`src/tdmhc_map.svh`:
```
// Register map, field positions and reset values of the highway common control.
// Assumes an 8-bit register port with a 4-bit word address.
`ifndef TDMHC_MAP_SVH
`define TDMHC_MAP_SVH

`define TDMHC_ADDR_W          4
`define TDMHC_ADDR_CTRL_A     4'h0
`define TDMHC_ADDR_OFFS       4'h1
`define TDMHC_ADDR_IDLE       4'h2
`define TDMHC_ADDR_STAT       4'h3

`define TDMHC_CTRL_A_RST      8'h00
`define TDMHC_CTRL_A_MASK     8'h9E
`define TDMHC_OFFS_RST        8'h00
`define TDMHC_IDLE_RST        8'h7F

`define TDMHC_B_RATIO         1
`define TDMHC_B_RATE_LO       2
`define TDMHC_B_RATE_HI       3
`define TDMHC_B_MASTER        4
`define TDMHC_B_ENABLE        7

`define TDMHC_B_TX_DLY_LSB    0
`define TDMHC_B_TX_DLY_MSB    2
`define TDMHC_B_TX_EDGE       3
`define TDMHC_B_RX_DLY_LSB    4
`define TDMHC_B_RX_DLY_MSB    6
`define TDMHC_B_RX_EDGE       7

`define TDMHC_LAST_2M         10'h0FF
`define TDMHC_LAST_4M         10'h1FF
`define TDMHC_LAST_8M         10'h3FF

`endif

```
`src/tdmhc_pkg.sv`:
```
// Types and shared decoding of the highway common control.
// Assumes tdmhc_map.svh is on the include path.
`include "tdmhc_map.svh"

package tdmhc_pkg;

  typedef enum logic [1:0] {
    TDMHC_RATE_2M   = 2'b00,
    TDMHC_RATE_4M   = 2'b01,
    TDMHC_RATE_8M   = 2'b10,
    TDMHC_RATE_RSVD = 2'b11
  } tdmhc_rate_t;

  typedef enum logic [1:0] {
    TDMHC_GEN_IDLE  = 2'b00,
    TDMHC_GEN_PEND  = 2'b01,
    TDMHC_GEN_DRIVE = 2'b10
  } tdmhc_gen_t;

  // Last bit position of a frame; the reserved code falls back to the lowest rate.
  function automatic logic [9:0] tdmhc_frame_last(input tdmhc_rate_t rate);
    case (rate)
      TDMHC_RATE_4M: tdmhc_frame_last = `TDMHC_LAST_4M;
      TDMHC_RATE_8M: tdmhc_frame_last = `TDMHC_LAST_8M;
      default:       tdmhc_frame_last = `TDMHC_LAST_2M;
    endcase
  endfunction

endpackage

```
`src/tdmhc_sync2.sv`:
```
// Two-stage synchroniser with edge pulses for one pin.
// Assumes the pin is asynchronous to ref_clk_i and far slower than it.
`timescale 1ns/1ns

module tdmhc_sync2 (
  input  wire logic ref_clk_i,
  input  wire logic rst_i,
  input  wire logic pin_i,
  output logic      level_o,
  output logic      rise_o,
  output logic      fall_o
);

  logic meta_ff;
  logic sync_ff;
  logic prev_ff;

  always_ff @(posedge ref_clk_i or posedge rst_i) begin
    if (rst_i) begin
      meta_ff <= 1'b0;
      sync_ff <= 1'b0;
      prev_ff <= 1'b0;
    end else begin
      meta_ff <= pin_i;
      sync_ff <= meta_ff;
      prev_ff <= sync_ff;
    end
  end

  assign level_o = sync_ff;
  assign rise_o  = sync_ff & ~prev_ff;
  assign fall_o  = ~sync_ff & prev_ff;

endmodule // tdmhc_sync2

```
`src/tdmhc_slot_timer.sv`:
```
// Bit position counter of one highway direction.
// Assumes edge pulses of the synchronised highway clock; bits start on its rising edge.
`timescale 1ns/1ns

module tdmhc_slot_timer (
  input  wire logic                  ref_clk_i,
  input  wire logic                  rst_i,
  input  wire logic                  clk_rise_i,
  input  wire logic                  clk_fall_i,
  input  wire logic                  sync_i,
  input  wire logic                  edge_sel_i,
  input  wire logic [2:0]            bit_delay_i,
  input  tdmhc_pkg::tdmhc_rate_t     rate_i,
  output logic                       framed_o,
  output logic                       bit_stb_o,
  output logic [9:0]                 pos_o
);
  import tdmhc_pkg::*;

  logic       sync_hit;
  logic [2:0] dly_ff;
  logic       first_ff;
  logic       framed_ff;
  logic       stb_ff;
  logic [9:0] pos_ff;

  assign sync_hit = sync_i & (edge_sel_i ? clk_rise_i : clk_fall_i);

  always_ff @(posedge ref_clk_i or posedge rst_i) begin
    if (rst_i) begin
      dly_ff    <= 3'h0;
      first_ff  <= 1'b0;
      framed_ff <= 1'b0;
      stb_ff    <= 1'b0;
      pos_ff    <= 10'h000;
    end else if (sync_hit) begin
      dly_ff    <= bit_delay_i;
      first_ff  <= 1'b1;
      framed_ff <= 1'b1;
      stb_ff    <= 1'b0;
    end else if (clk_rise_i && framed_ff) begin
      if (dly_ff != 3'h0) begin
        dly_ff <= dly_ff - 3'h1;
        stb_ff <= 1'b0;
      end else begin
        stb_ff   <= 1'b1;
        first_ff <= 1'b0;
        if (first_ff || pos_ff >= tdmhc_frame_last(rate_i)) begin
          pos_ff <= 10'h000;
        end else begin
          pos_ff <= pos_ff + 10'h001;
        end
      end
    end else begin
      stb_ff <= 1'b0;
    end
  end

  assign framed_o  = framed_ff;
  assign bit_stb_o = stb_ff;
  assign pos_o     = pos_ff;

  property p_hit_edge;
    @(posedge ref_clk_i) disable iff (rst_i)
      sync_hit |-> (edge_sel_i ? clk_rise_i : clk_fall_i) && !(edge_sel_i ? clk_fall_i : clk_rise_i);
  endproperty
  a_hit_edge: assert property (p_hit_edge) else $error("Sync taken on wrong edge.");

  property p_first_bit;
    @(posedge ref_clk_i) disable iff (rst_i)
      stb_ff && $past(first_ff) && $past(clk_rise_i) |-> pos_ff == 10'h000 && $past(dly_ff) == 3'h0;
  endproperty
  a_first_bit: assert property (p_first_bit) else $error("First bit not at delay end.");

  c_delayed: cover property (@(posedge ref_clk_i) sync_hit && bit_delay_i != 3'h0);

endmodule // tdmhc_slot_timer

```
`src/tdmhc_highway_ctrl.sv`:
```
// Common timing and enable control of one framer's TDM system highway.
// Assumes line-side logic on ref_clk_i and highway pins from another clock domain.
//
// Overview of operation
// - Slave mode times transmit from external sync.
// - Master mode drives sync derived from line.
// - Receive timing ignores the master mode bit.
// - Highway transmission only while enable is set.
// - Disabled: idle code to line, output tristated.
// - Transmit bit delay after sync, in clocks.
// - Transmit sync edge: 0 falling, 1 rising.
// - Receive bit delay after sync, in clocks.
// - Receive sync edge: 0 falling, 1 rising.
// - Offset and edge register resets to zero.
// - Clock ratio zero: clock equals data rate.
//
// The strobed register port and the register offsets were chosen for this implementation.
`timescale 1ns/1ns
`include "tdmhc_map.svh"

module tdmhc_highway_ctrl (
  input  wire logic                      ref_clk_i,
  input  wire logic                      rst_i,
  input  wire logic [`TDMHC_ADDR_W-1:0]  reg_addr_i,
  input  wire logic [7:0]                reg_wdata_i,
  input  wire logic                      reg_wr_i,
  input  wire logic                      reg_rd_i,
  output logic [7:0]                     reg_rdata_o,
  input  wire logic                      highway_clock_i,
  input  wire logic                      highway_frame_sync_i,
  output logic                           highway_frame_sync_o,
  output logic                           highway_frame_sync_oe_o,
  output logic                           tx_highway_data_o,
  output logic                           tx_highway_data_oe_o,
  input  wire logic                      rx_highway_data_i,
  input  wire logic                      line_frame_i,
  input  wire logic [7:0]                tx_line_byte_i,
  output logic                           tx_byte_take_o,
  output logic [6:0]                     tx_slot_o,
  output logic [7:0]                     line_byte_o,
  output logic                           line_byte_valid_o,
  output logic [6:0]                     line_slot_o
);
  import tdmhc_pkg::*;

  ////////////////////////////////////////////////////////////////////////////////
  // Registers.

  logic [7:0]  ctrl_a_ff;
  logic [7:0]  offs_ff;
  logic [7:0]  idle_ff;
  logic [7:0]  rdata_ff;
  logic [7:0]  nxt_rdata;
  logic [7:0]  status;
  tdmhc_rate_t rate;
  logic        master;
  logic        enable;

  // Only the fields of this block are stored; other bits read back as zero.
  always_ff @(posedge ref_clk_i or posedge rst_i) begin
    if (rst_i) begin
      ctrl_a_ff <= `TDMHC_CTRL_A_RST;
    end else if (reg_wr_i && reg_addr_i == `TDMHC_ADDR_CTRL_A) begin
      ctrl_a_ff <= reg_wdata_i & `TDMHC_CTRL_A_MASK;
    end
  end

  always_ff @(posedge ref_clk_i or posedge rst_i) begin
    if (rst_i) begin
      offs_ff <= `TDMHC_OFFS_RST;
    end else if (reg_wr_i && reg_addr_i == `TDMHC_ADDR_OFFS) begin
      offs_ff <= reg_wdata_i;
    end
  end

  always_ff @(posedge ref_clk_i or posedge rst_i) begin
    if (rst_i) begin
      idle_ff <= `TDMHC_IDLE_RST;
    end else if (reg_wr_i && reg_addr_i == `TDMHC_ADDR_IDLE) begin
      idle_ff <= reg_wdata_i;
    end
  end

  // The clock ratio bit is stored for software; only ratio zero is defined.
  assign rate   = tdmhc_rate_t'(ctrl_a_ff[`TDMHC_B_RATE_HI:`TDMHC_B_RATE_LO]);
  assign master = ctrl_a_ff[`TDMHC_B_MASTER];
  assign enable = ctrl_a_ff[`TDMHC_B_ENABLE];

  always_comb begin
    case (reg_addr_i)
      `TDMHC_ADDR_CTRL_A: nxt_rdata = ctrl_a_ff;
      `TDMHC_ADDR_OFFS:   nxt_rdata = offs_ff;
      `TDMHC_ADDR_IDLE:   nxt_rdata = idle_ff;
      `TDMHC_ADDR_STAT:   nxt_rdata = status;
      default:            nxt_rdata = 8'h00;
    endcase
  end

  always_ff @(posedge ref_clk_i or posedge rst_i) begin
    if (rst_i) begin
      rdata_ff <= 8'h00;
    end else begin
      rdata_ff <= reg_rd_i ? nxt_rdata : 8'h00;
    end
  end

  assign reg_rdata_o = rdata_ff;

  ////////////////////////////////////////////////////////////////////////////////
  // Highway pin synchronisers.

  logic hclk_lvl;
  logic hclk_rise;
  logic hclk_fall;
  logic fs_lvl;
  logic rxd_lvl;

  tdmhc_sync2 u_sync_clk (
    .ref_clk_i (ref_clk_i),
    .rst_i     (rst_i),
    .pin_i     (highway_clock_i),
    .level_o   (hclk_lvl),
    .rise_o    (hclk_rise),
    .fall_o    (hclk_fall)
  );

  tdmhc_sync2 u_sync_fs (
    .ref_clk_i (ref_clk_i),
    .rst_i     (rst_i),
    .pin_i     (highway_frame_sync_i),
    .level_o   (fs_lvl),
    .rise_o    (),
    .fall_o    ()
  );

  tdmhc_sync2 u_sync_rxd (
    .ref_clk_i (ref_clk_i),
    .rst_i     (rst_i),
    .pin_i     (rx_highway_data_i),
    .level_o   (rxd_lvl),
    .rise_o    (),
    .fall_o    ()
  );

  ////////////////////////////////////////////////////////////////////////////////
  // Frame sync generation in master mode.

  tdmhc_gen_t gen_state_ff;
  logic       gen_fs_ff;

  // A line frame pulse arms the generator; the pulse spans one falling-to-falling period.
  always_ff @(posedge ref_clk_i or posedge rst_i) begin
    if (rst_i) begin
      gen_state_ff <= TDMHC_GEN_IDLE;
      gen_fs_ff    <= 1'b0;
    end else if (!master) begin
      gen_state_ff <= TDMHC_GEN_IDLE;
      gen_fs_ff    <= 1'b0;
    end else begin
      case (gen_state_ff)
        TDMHC_GEN_IDLE: begin
          if (line_frame_i) begin
            gen_state_ff <= TDMHC_GEN_PEND;
          end
        end
        TDMHC_GEN_PEND: begin
          if (hclk_fall) begin
            gen_state_ff <= TDMHC_GEN_DRIVE;
            gen_fs_ff    <= 1'b1;
          end
        end
        TDMHC_GEN_DRIVE: begin
          if (hclk_fall) begin
            gen_state_ff <= TDMHC_GEN_IDLE;
            gen_fs_ff    <= 1'b0;
          end
        end
        default: begin
          gen_state_ff <= TDMHC_GEN_IDLE;
          gen_fs_ff    <= 1'b0;
        end
      endcase
    end
  end

  assign highway_frame_sync_o    = gen_fs_ff;
  assign highway_frame_sync_oe_o = master;

  ////////////////////////////////////////////////////////////////////////////////
  // Slot timing of both directions.

  logic       tx_sync_src;
  logic       tx_framed;
  logic       tx_stb;
  logic [9:0] tx_pos;
  logic       rx_framed;
  logic       rx_stb;
  logic [9:0] rx_pos;

  assign tx_sync_src = master ? gen_fs_ff : fs_lvl;

  tdmhc_slot_timer u_tx_timer (
    .ref_clk_i   (ref_clk_i),
    .rst_i       (rst_i),
    .clk_rise_i  (hclk_rise),
    .clk_fall_i  (hclk_fall),
    .sync_i      (tx_sync_src),
    .edge_sel_i  (offs_ff[`TDMHC_B_TX_EDGE]),
    .bit_delay_i (offs_ff[`TDMHC_B_TX_DLY_MSB:`TDMHC_B_TX_DLY_LSB]),
    .rate_i      (rate),
    .framed_o    (tx_framed),
    .bit_stb_o   (tx_stb),
    .pos_o       (tx_pos)
  );

  // The receive path always follows the sync pin, whatever the master bit.
  tdmhc_slot_timer u_rx_timer (
    .ref_clk_i   (ref_clk_i),
    .rst_i       (rst_i),
    .clk_rise_i  (hclk_rise),
    .clk_fall_i  (hclk_fall),
    .sync_i      (fs_lvl),
    .edge_sel_i  (offs_ff[`TDMHC_B_RX_EDGE]),
    .bit_delay_i (offs_ff[`TDMHC_B_RX_DLY_MSB:`TDMHC_B_RX_DLY_LSB]),
    .rate_i      (rate),
    .framed_o    (rx_framed),
    .bit_stb_o   (rx_stb),
    .pos_o       (rx_pos)
  );

  assign status = {4'h0, gen_fs_ff, (rate == TDMHC_RATE_RSVD), rx_framed, tx_framed};

  ////////////////////////////////////////////////////////////////////////////////
  // Transmit highway data.

  logic [7:0] tx_shift_ff;
  logic       tx_data_ff;
  logic       tx_oe_ff;

  assign tx_byte_take_o = tx_stb && tx_pos[2:0] == 3'h0;
  assign tx_slot_o      = tx_pos[9:3];

  always_ff @(posedge ref_clk_i or posedge rst_i) begin
    if (rst_i) begin
      tx_shift_ff <= 8'h00;
      tx_data_ff  <= 1'b0;
    end else if (tx_byte_take_o) begin
      tx_shift_ff <= {tx_line_byte_i[6:0], 1'b0};
      tx_data_ff  <= tx_line_byte_i[7];
    end else if (tx_stb) begin
      tx_shift_ff <= {tx_shift_ff[6:0], 1'b0};
      tx_data_ff  <= tx_shift_ff[7];
    end
  end

  always_ff @(posedge ref_clk_i or posedge rst_i) begin
    if (rst_i) begin
      tx_oe_ff <= 1'b0;
    end else begin
      tx_oe_ff <= enable && tx_framed;
    end
  end

  assign tx_highway_data_o    = tx_data_ff;
  assign tx_highway_data_oe_o = tx_oe_ff;

  ////////////////////////////////////////////////////////////////////////////////
  // Receive highway data towards the line.

  logic [7:0] rx_shift_ff;
  logic [7:0] line_byte_ff;
  logic       line_valid_ff;
  logic [6:0] line_slot_ff;

  always_ff @(posedge ref_clk_i or posedge rst_i) begin
    if (rst_i) begin
      rx_shift_ff   <= 8'h00;
      line_byte_ff  <= 8'h00;
      line_valid_ff <= 1'b0;
      line_slot_ff  <= 7'h00;
    end else begin
      line_valid_ff <= 1'b0;
      if (rx_stb) begin
        rx_shift_ff <= {rx_shift_ff[6:0], rxd_lvl};
        if (rx_pos[2:0] == 3'h7) begin
          line_byte_ff  <= enable ? {rx_shift_ff[6:0], rxd_lvl} : idle_ff;
          line_valid_ff <= 1'b1;
          line_slot_ff  <= rx_pos[9:3];
        end
      end
    end
  end

  assign line_byte_o       = line_byte_ff;
  assign line_byte_valid_o = line_valid_ff;
  assign line_slot_o       = line_slot_ff;

  ////////////////////////////////////////////////////////////////////////////////
  // Checks.

  property p_tx_quiet;
    @(posedge ref_clk_i) disable iff (rst_i)
      !enable ##1 !enable |-> !tx_highway_data_oe_o;
  endproperty
  a_tx_quiet: assert property (p_tx_quiet) else $error("Highway driven while disabled.");

  property p_tx_on;
    @(posedge ref_clk_i) disable iff (rst_i)
      tx_highway_data_oe_o |-> $past(enable) && $past(tx_framed);
  endproperty
  a_tx_on: assert property (p_tx_on) else $error("Highway driven without enable.");

  property p_idle_code;
    @(posedge ref_clk_i) disable iff (rst_i)
      line_byte_valid_o && !$past(enable) |-> line_byte_o == $past(idle_ff);
  endproperty
  a_idle_code: assert property (p_idle_code) else $error("Idle code not sent to line.");

  property p_master_gen;
    @(posedge ref_clk_i) disable iff (rst_i)
      master && gen_state_ff == TDMHC_GEN_IDLE && line_frame_i
        |-> ##[1:200] (highway_frame_sync_o || !master);
  endproperty
  a_master_gen: assert property (p_master_gen) else $error("Frame sync not generated.");

  property p_slave_quiet;
    @(posedge ref_clk_i) disable iff (rst_i)
      !master |-> !highway_frame_sync_oe_o ##1 (master || !highway_frame_sync_o);
  endproperty
  a_slave_quiet: assert property (p_slave_quiet) else $error("Sync driven in slave mode.");

  property p_rx_free;
    @(posedge ref_clk_i) disable iff (rst_i)
      $changed(master) && !$changed(fs_lvl) |=> rx_framed == $past(rx_framed) || fs_lvl;
  endproperty
  a_rx_free: assert property (p_rx_free) else $error("Receive timing moved by master bit.");

  property p_reset_offs;
    @(posedge ref_clk_i) $fell(rst_i) |-> offs_ff == 8'h00;
  endproperty
  a_reset_offs: assert property (p_reset_offs) else $error("Offset register not cleared.");

  property p_rate_len;
    @(posedge ref_clk_i) disable iff (rst_i)
      tx_stb |-> tx_pos <= tdmhc_frame_last(rate) || $changed(rate);
  endproperty
  a_rate_len: assert property (p_rate_len) else $error("Bit position beyond frame.");

  property p_rx_edge;
    @(posedge ref_clk_i) disable iff (rst_i)
      rx_stb |-> $past(hclk_rise);
  endproperty
  a_rx_edge: assert property (p_rx_edge) else $error("Receive bit off clock edge.");

  c_master: cover property (@(posedge ref_clk_i) master && highway_frame_sync_o);
  c_idle:   cover property (@(posedge ref_clk_i) line_byte_valid_o && !enable);
  c_tx_run: cover property (@(posedge ref_clk_i) tx_highway_data_oe_o && tx_byte_take_o);
  c_8m:     cover property (@(posedge ref_clk_i) tx_stb && tx_pos == 10'h3FF);

endmodule // tdmhc_highway_ctrl

```
`config.mk`:
```
export PLATFORM = sky130hd
export DESIGN_NAME = tdmhc_highway_ctrl
export DESIGN_NICKNAME = d
export VERILOG_FILES = /design/src/tdmhc_pkg.sv /design/src/tdmhc_sync2.sv /design/src/tdmhc_slot_timer.sv /design/src/tdmhc_highway_ctrl.sv
export VERILOG_INCLUDE_DIRS = /design/src
export SDC_FILE = /design/constraint.sdc
export NUM_CORES = 1
export LEC_CHECK = 0
export BUFFER_PORTS_ARGS = -buffer_cell sky130_fd_sc_hd__buf_2
export CAP_MARGIN = 20
export CORE_MARGIN = 2
export CORE_UTILIZATION = 49
export CTS_BUF_LIST = sky130_fd_sc_hd__clkbuf_16
export DETAILED_ROUTE_END_ITERATION = 12
export MAX_ROUTING_LAYER = met4
export PLACE_DENSITY = 0.7
export REMOVE_ABC_BUFFERS = 1
export SYNTH_ARGS = -nofsm -noshare
export SYNTH_HDL_FRONTEND = slang
export SYNTH_HIERARCHICAL = 1
export SYNTH_SLANG_ARGS = --single-unit
```
`constraint.sdc`:
```
create_clock -name ref_clk_i -period 2.2 [get_ports ref_clk_i]
set_input_delay 0.33 -clock ref_clk_i [delete_from_list [all_inputs] [get_ports ref_clk_i]]
set_output_delay 0.33 -clock ref_clk_i [all_outputs]
set_load 0.005 [all_outputs]
```
==> impl_metrics.toml <==
[layout]
n_antenna_cell = 0
final_common_cell = "dfrtp_1"
post-route-util_pct = 59.1
syn2layout_area_growth_pct = 16.2
drive_gt1_share_pct = 31.2
final_nets = 512
final_cell_mix = "dfrtp_1 (96), buf_2 (63), mux2_2 (39), nand2_1 (34), nor2_1 (26)"

[sta]
period_minus_slack_ns = 2.05
hold_viol_final = 0
skew_ns = 0.00861
slew_headroom_pct = 58.5
fin_crit_sh_pct = 93.0
setup_violations = 0
worstMarginPinSlew_ns = 0.622
setup_tns_ns = 0
slew_viol_final = 0
fmax_ghz = 0.489
grt_setup_unrepaired = "no"

[floorplan]
pin_count = 64
die_h_um = 102
fp-row-count = 35
die_w_um = 102
initial_core_util_pct = 50.9
die-area_um2 = 10400
core-area_um2 = 9280

[global_routing]
grt_max_degree = 60
grt-ovfl-total = 0
grt_pass1_vias = 3197
grt_usage_pct = 20.2
antenna_found_initial = 0
grt_first_pass_wirelength_um = 15800

[detailed_routing]
drt_iter0_drc = 153
drcViolationCount = 0
ant_nets = 0
avgViaCountPerCell = 5.39
wire_per_inst_um = 15.6
first_pass_iters = 4
vias = 3268
wl_um = 9440

[setup_path]
cpMaxStageDelayCell = "or4_1"
crit_type = "reg2reg"
worstSetupEndpointType = "flop"
cp.arrival_ns = 2.31
critPathBufInv = 0
cp_max_fo = 13
rrSetupSlack_ns = 0.15
max_stage_delay_ns = 0.54
cp_data_required_time_ns = 2.46
cp_cell_sequence = "and2b_2 -> mux2_4 -> a21o_1 -> or4_1 -> a21oi_1"
cp_top_family = "simple AND/OR/NAND/NOR gates"
start_kind = "flop"

[cts]
cts_buffers = 9
clkTransAtPathRegs_ns = 0.07
cts_tree = "built"
insertion_delay_ns = 0.34
post_cts_buffers = 0
root_buffer = "clkbuf_16"
clk_path_buf_depth = 2
cts_sinks = 103
htree_levels = 3

[hold_path]
hp-class = "in2reg"

[status]
status = "complete, no violations"

[logic_synthesis]
postSynthAreaPerCell_um2 = 11.8
yosysWarnings = 6
postSynthCellCount = 400
syn_area_um2 = 4720

[pwr]
power.leakage_nw = 2.61
powerDensity_nw_per_um2 = 898
finalPower_mw = 4.93
ir_worst_vdd_mv = 0.545

[place]
numPortBuffers = 63
post-dp-hpwl_um = 6830
gp_congestion = 0.868

[job]
maxCapViolCount = 0
## per-stage QoR
step | std cells | area, um^2 | hold slack (ns) | worst slack, ns
final | 606 | 5490 | 0.0920 | 0.153
after global routing | 606 | 5490 | 0.0900 | 0.000693
after CTS | 606 | 5480 | 0.0876 | 0.125
after detailed placement | 589 | 5190 | 0.257 | 0.125
after global placement | 589 | 5190 | 0.265 | 0.239
after floorplan | 390 | 4650 | 0.0712 | 0.283
## flip-flops by register name, summed over array words and instances (netlist names), 2 cells and up
register           cells
ctrl_a_ff              5
gen_state_ff           2
idle_ff                8
line_byte_o            8
line_slot_o            7
offs_ff                8
reg_rdata_o            8
rx_shift_ff            7
tx_shift_ff            7
u_rx_timer/dly_ff      3
u_rx_timer/pos_o      10
u_tx_timer/dly_ff      3
u_tx_timer/pos_o      10
## worst reg2reg max path, stage by stage, from the launching register on
cell and delay, ns:
dfrtp_1 0.38, and2b_2 0.24, mux2_4 0.31, a21o_1 0.33, or4_1 0.54, a21oi_1 0.17
## report_power, final
| group | switching, mW | internal [mW] | total [mW] |
|---|---|---|---|
| clock network | 0.719 | 0.782 | 1.50 |
| registers | 0.289 | 2.21 | 2.50 |
| logic | 0.444 | 0.483 | 0.927 |
| total | 1.45 | 3.47 | 4.93 |
## per-layer routing
layer | up-vias | part of all wire (%) | GRT usage [%] | wire length, um
met2 | 87 | 47 | 31.5 | 4440
met5 | - | 0 | - | 0
met4 | 0 | 1.2 | 6.36 | 112
li1 | 1573 | - | - | -
met3 | 10 | 3.9 | 3.01 | 372
met1 | 1598 | 48 | 27.7 | 4510
## cell type report
| type | instances | area, um^2 |
|---|---|---|
| fill | 798 | 3790 |
| sequential | 103 | 2590 |
| multi-input combinational | 262 | 1980 |
| timing repair buffer | 71 | 390 |
| clock buffer | 9 | 225 |
| tap | 129 | 161 |
| inverter | 25 | 93.8 |
| clock inverter | 7 | 53.8 |
## timing repair
item                                    in CTS  in global routing
gates resized for setup                      0                  2
endpoints found under the hold margin       12                  0
hold buffers                                 1                  0
endpoints found under the setup margin       0                  7
## path summary, 6_finish.rpt
path | startpoint | endpoint | depth (start not counted)
min | highway_frame_sync_i | u_sync_fs/meta_ff$_DFF_PP0_ | 1
min in group asynchronous | rst_i | u_sync_fs/meta_ff$_DFF_PP0_ | 3
min reg2reg | u_sync_rxd/meta_ff$_DFF_PP0_ | u_sync_rxd/level_o$_DFF_PP0_ | 0
max | u_sync_clk/prev_ff$_DFF_PP0_ | u_tx_timer/pos_o[9]$_DFFE_PP0P_ | 5
max in group asynchronous | rst_i | u_tx_timer/dly_ff[0]$_DFFE_PP0P_ | 3
max reg2reg | u_sync_clk/prev_ff$_DFF_PP0_ | u_tx_timer/pos_o[9]$_DFFE_PP0P_ | 5
Power figures use the tool's default switching activity.
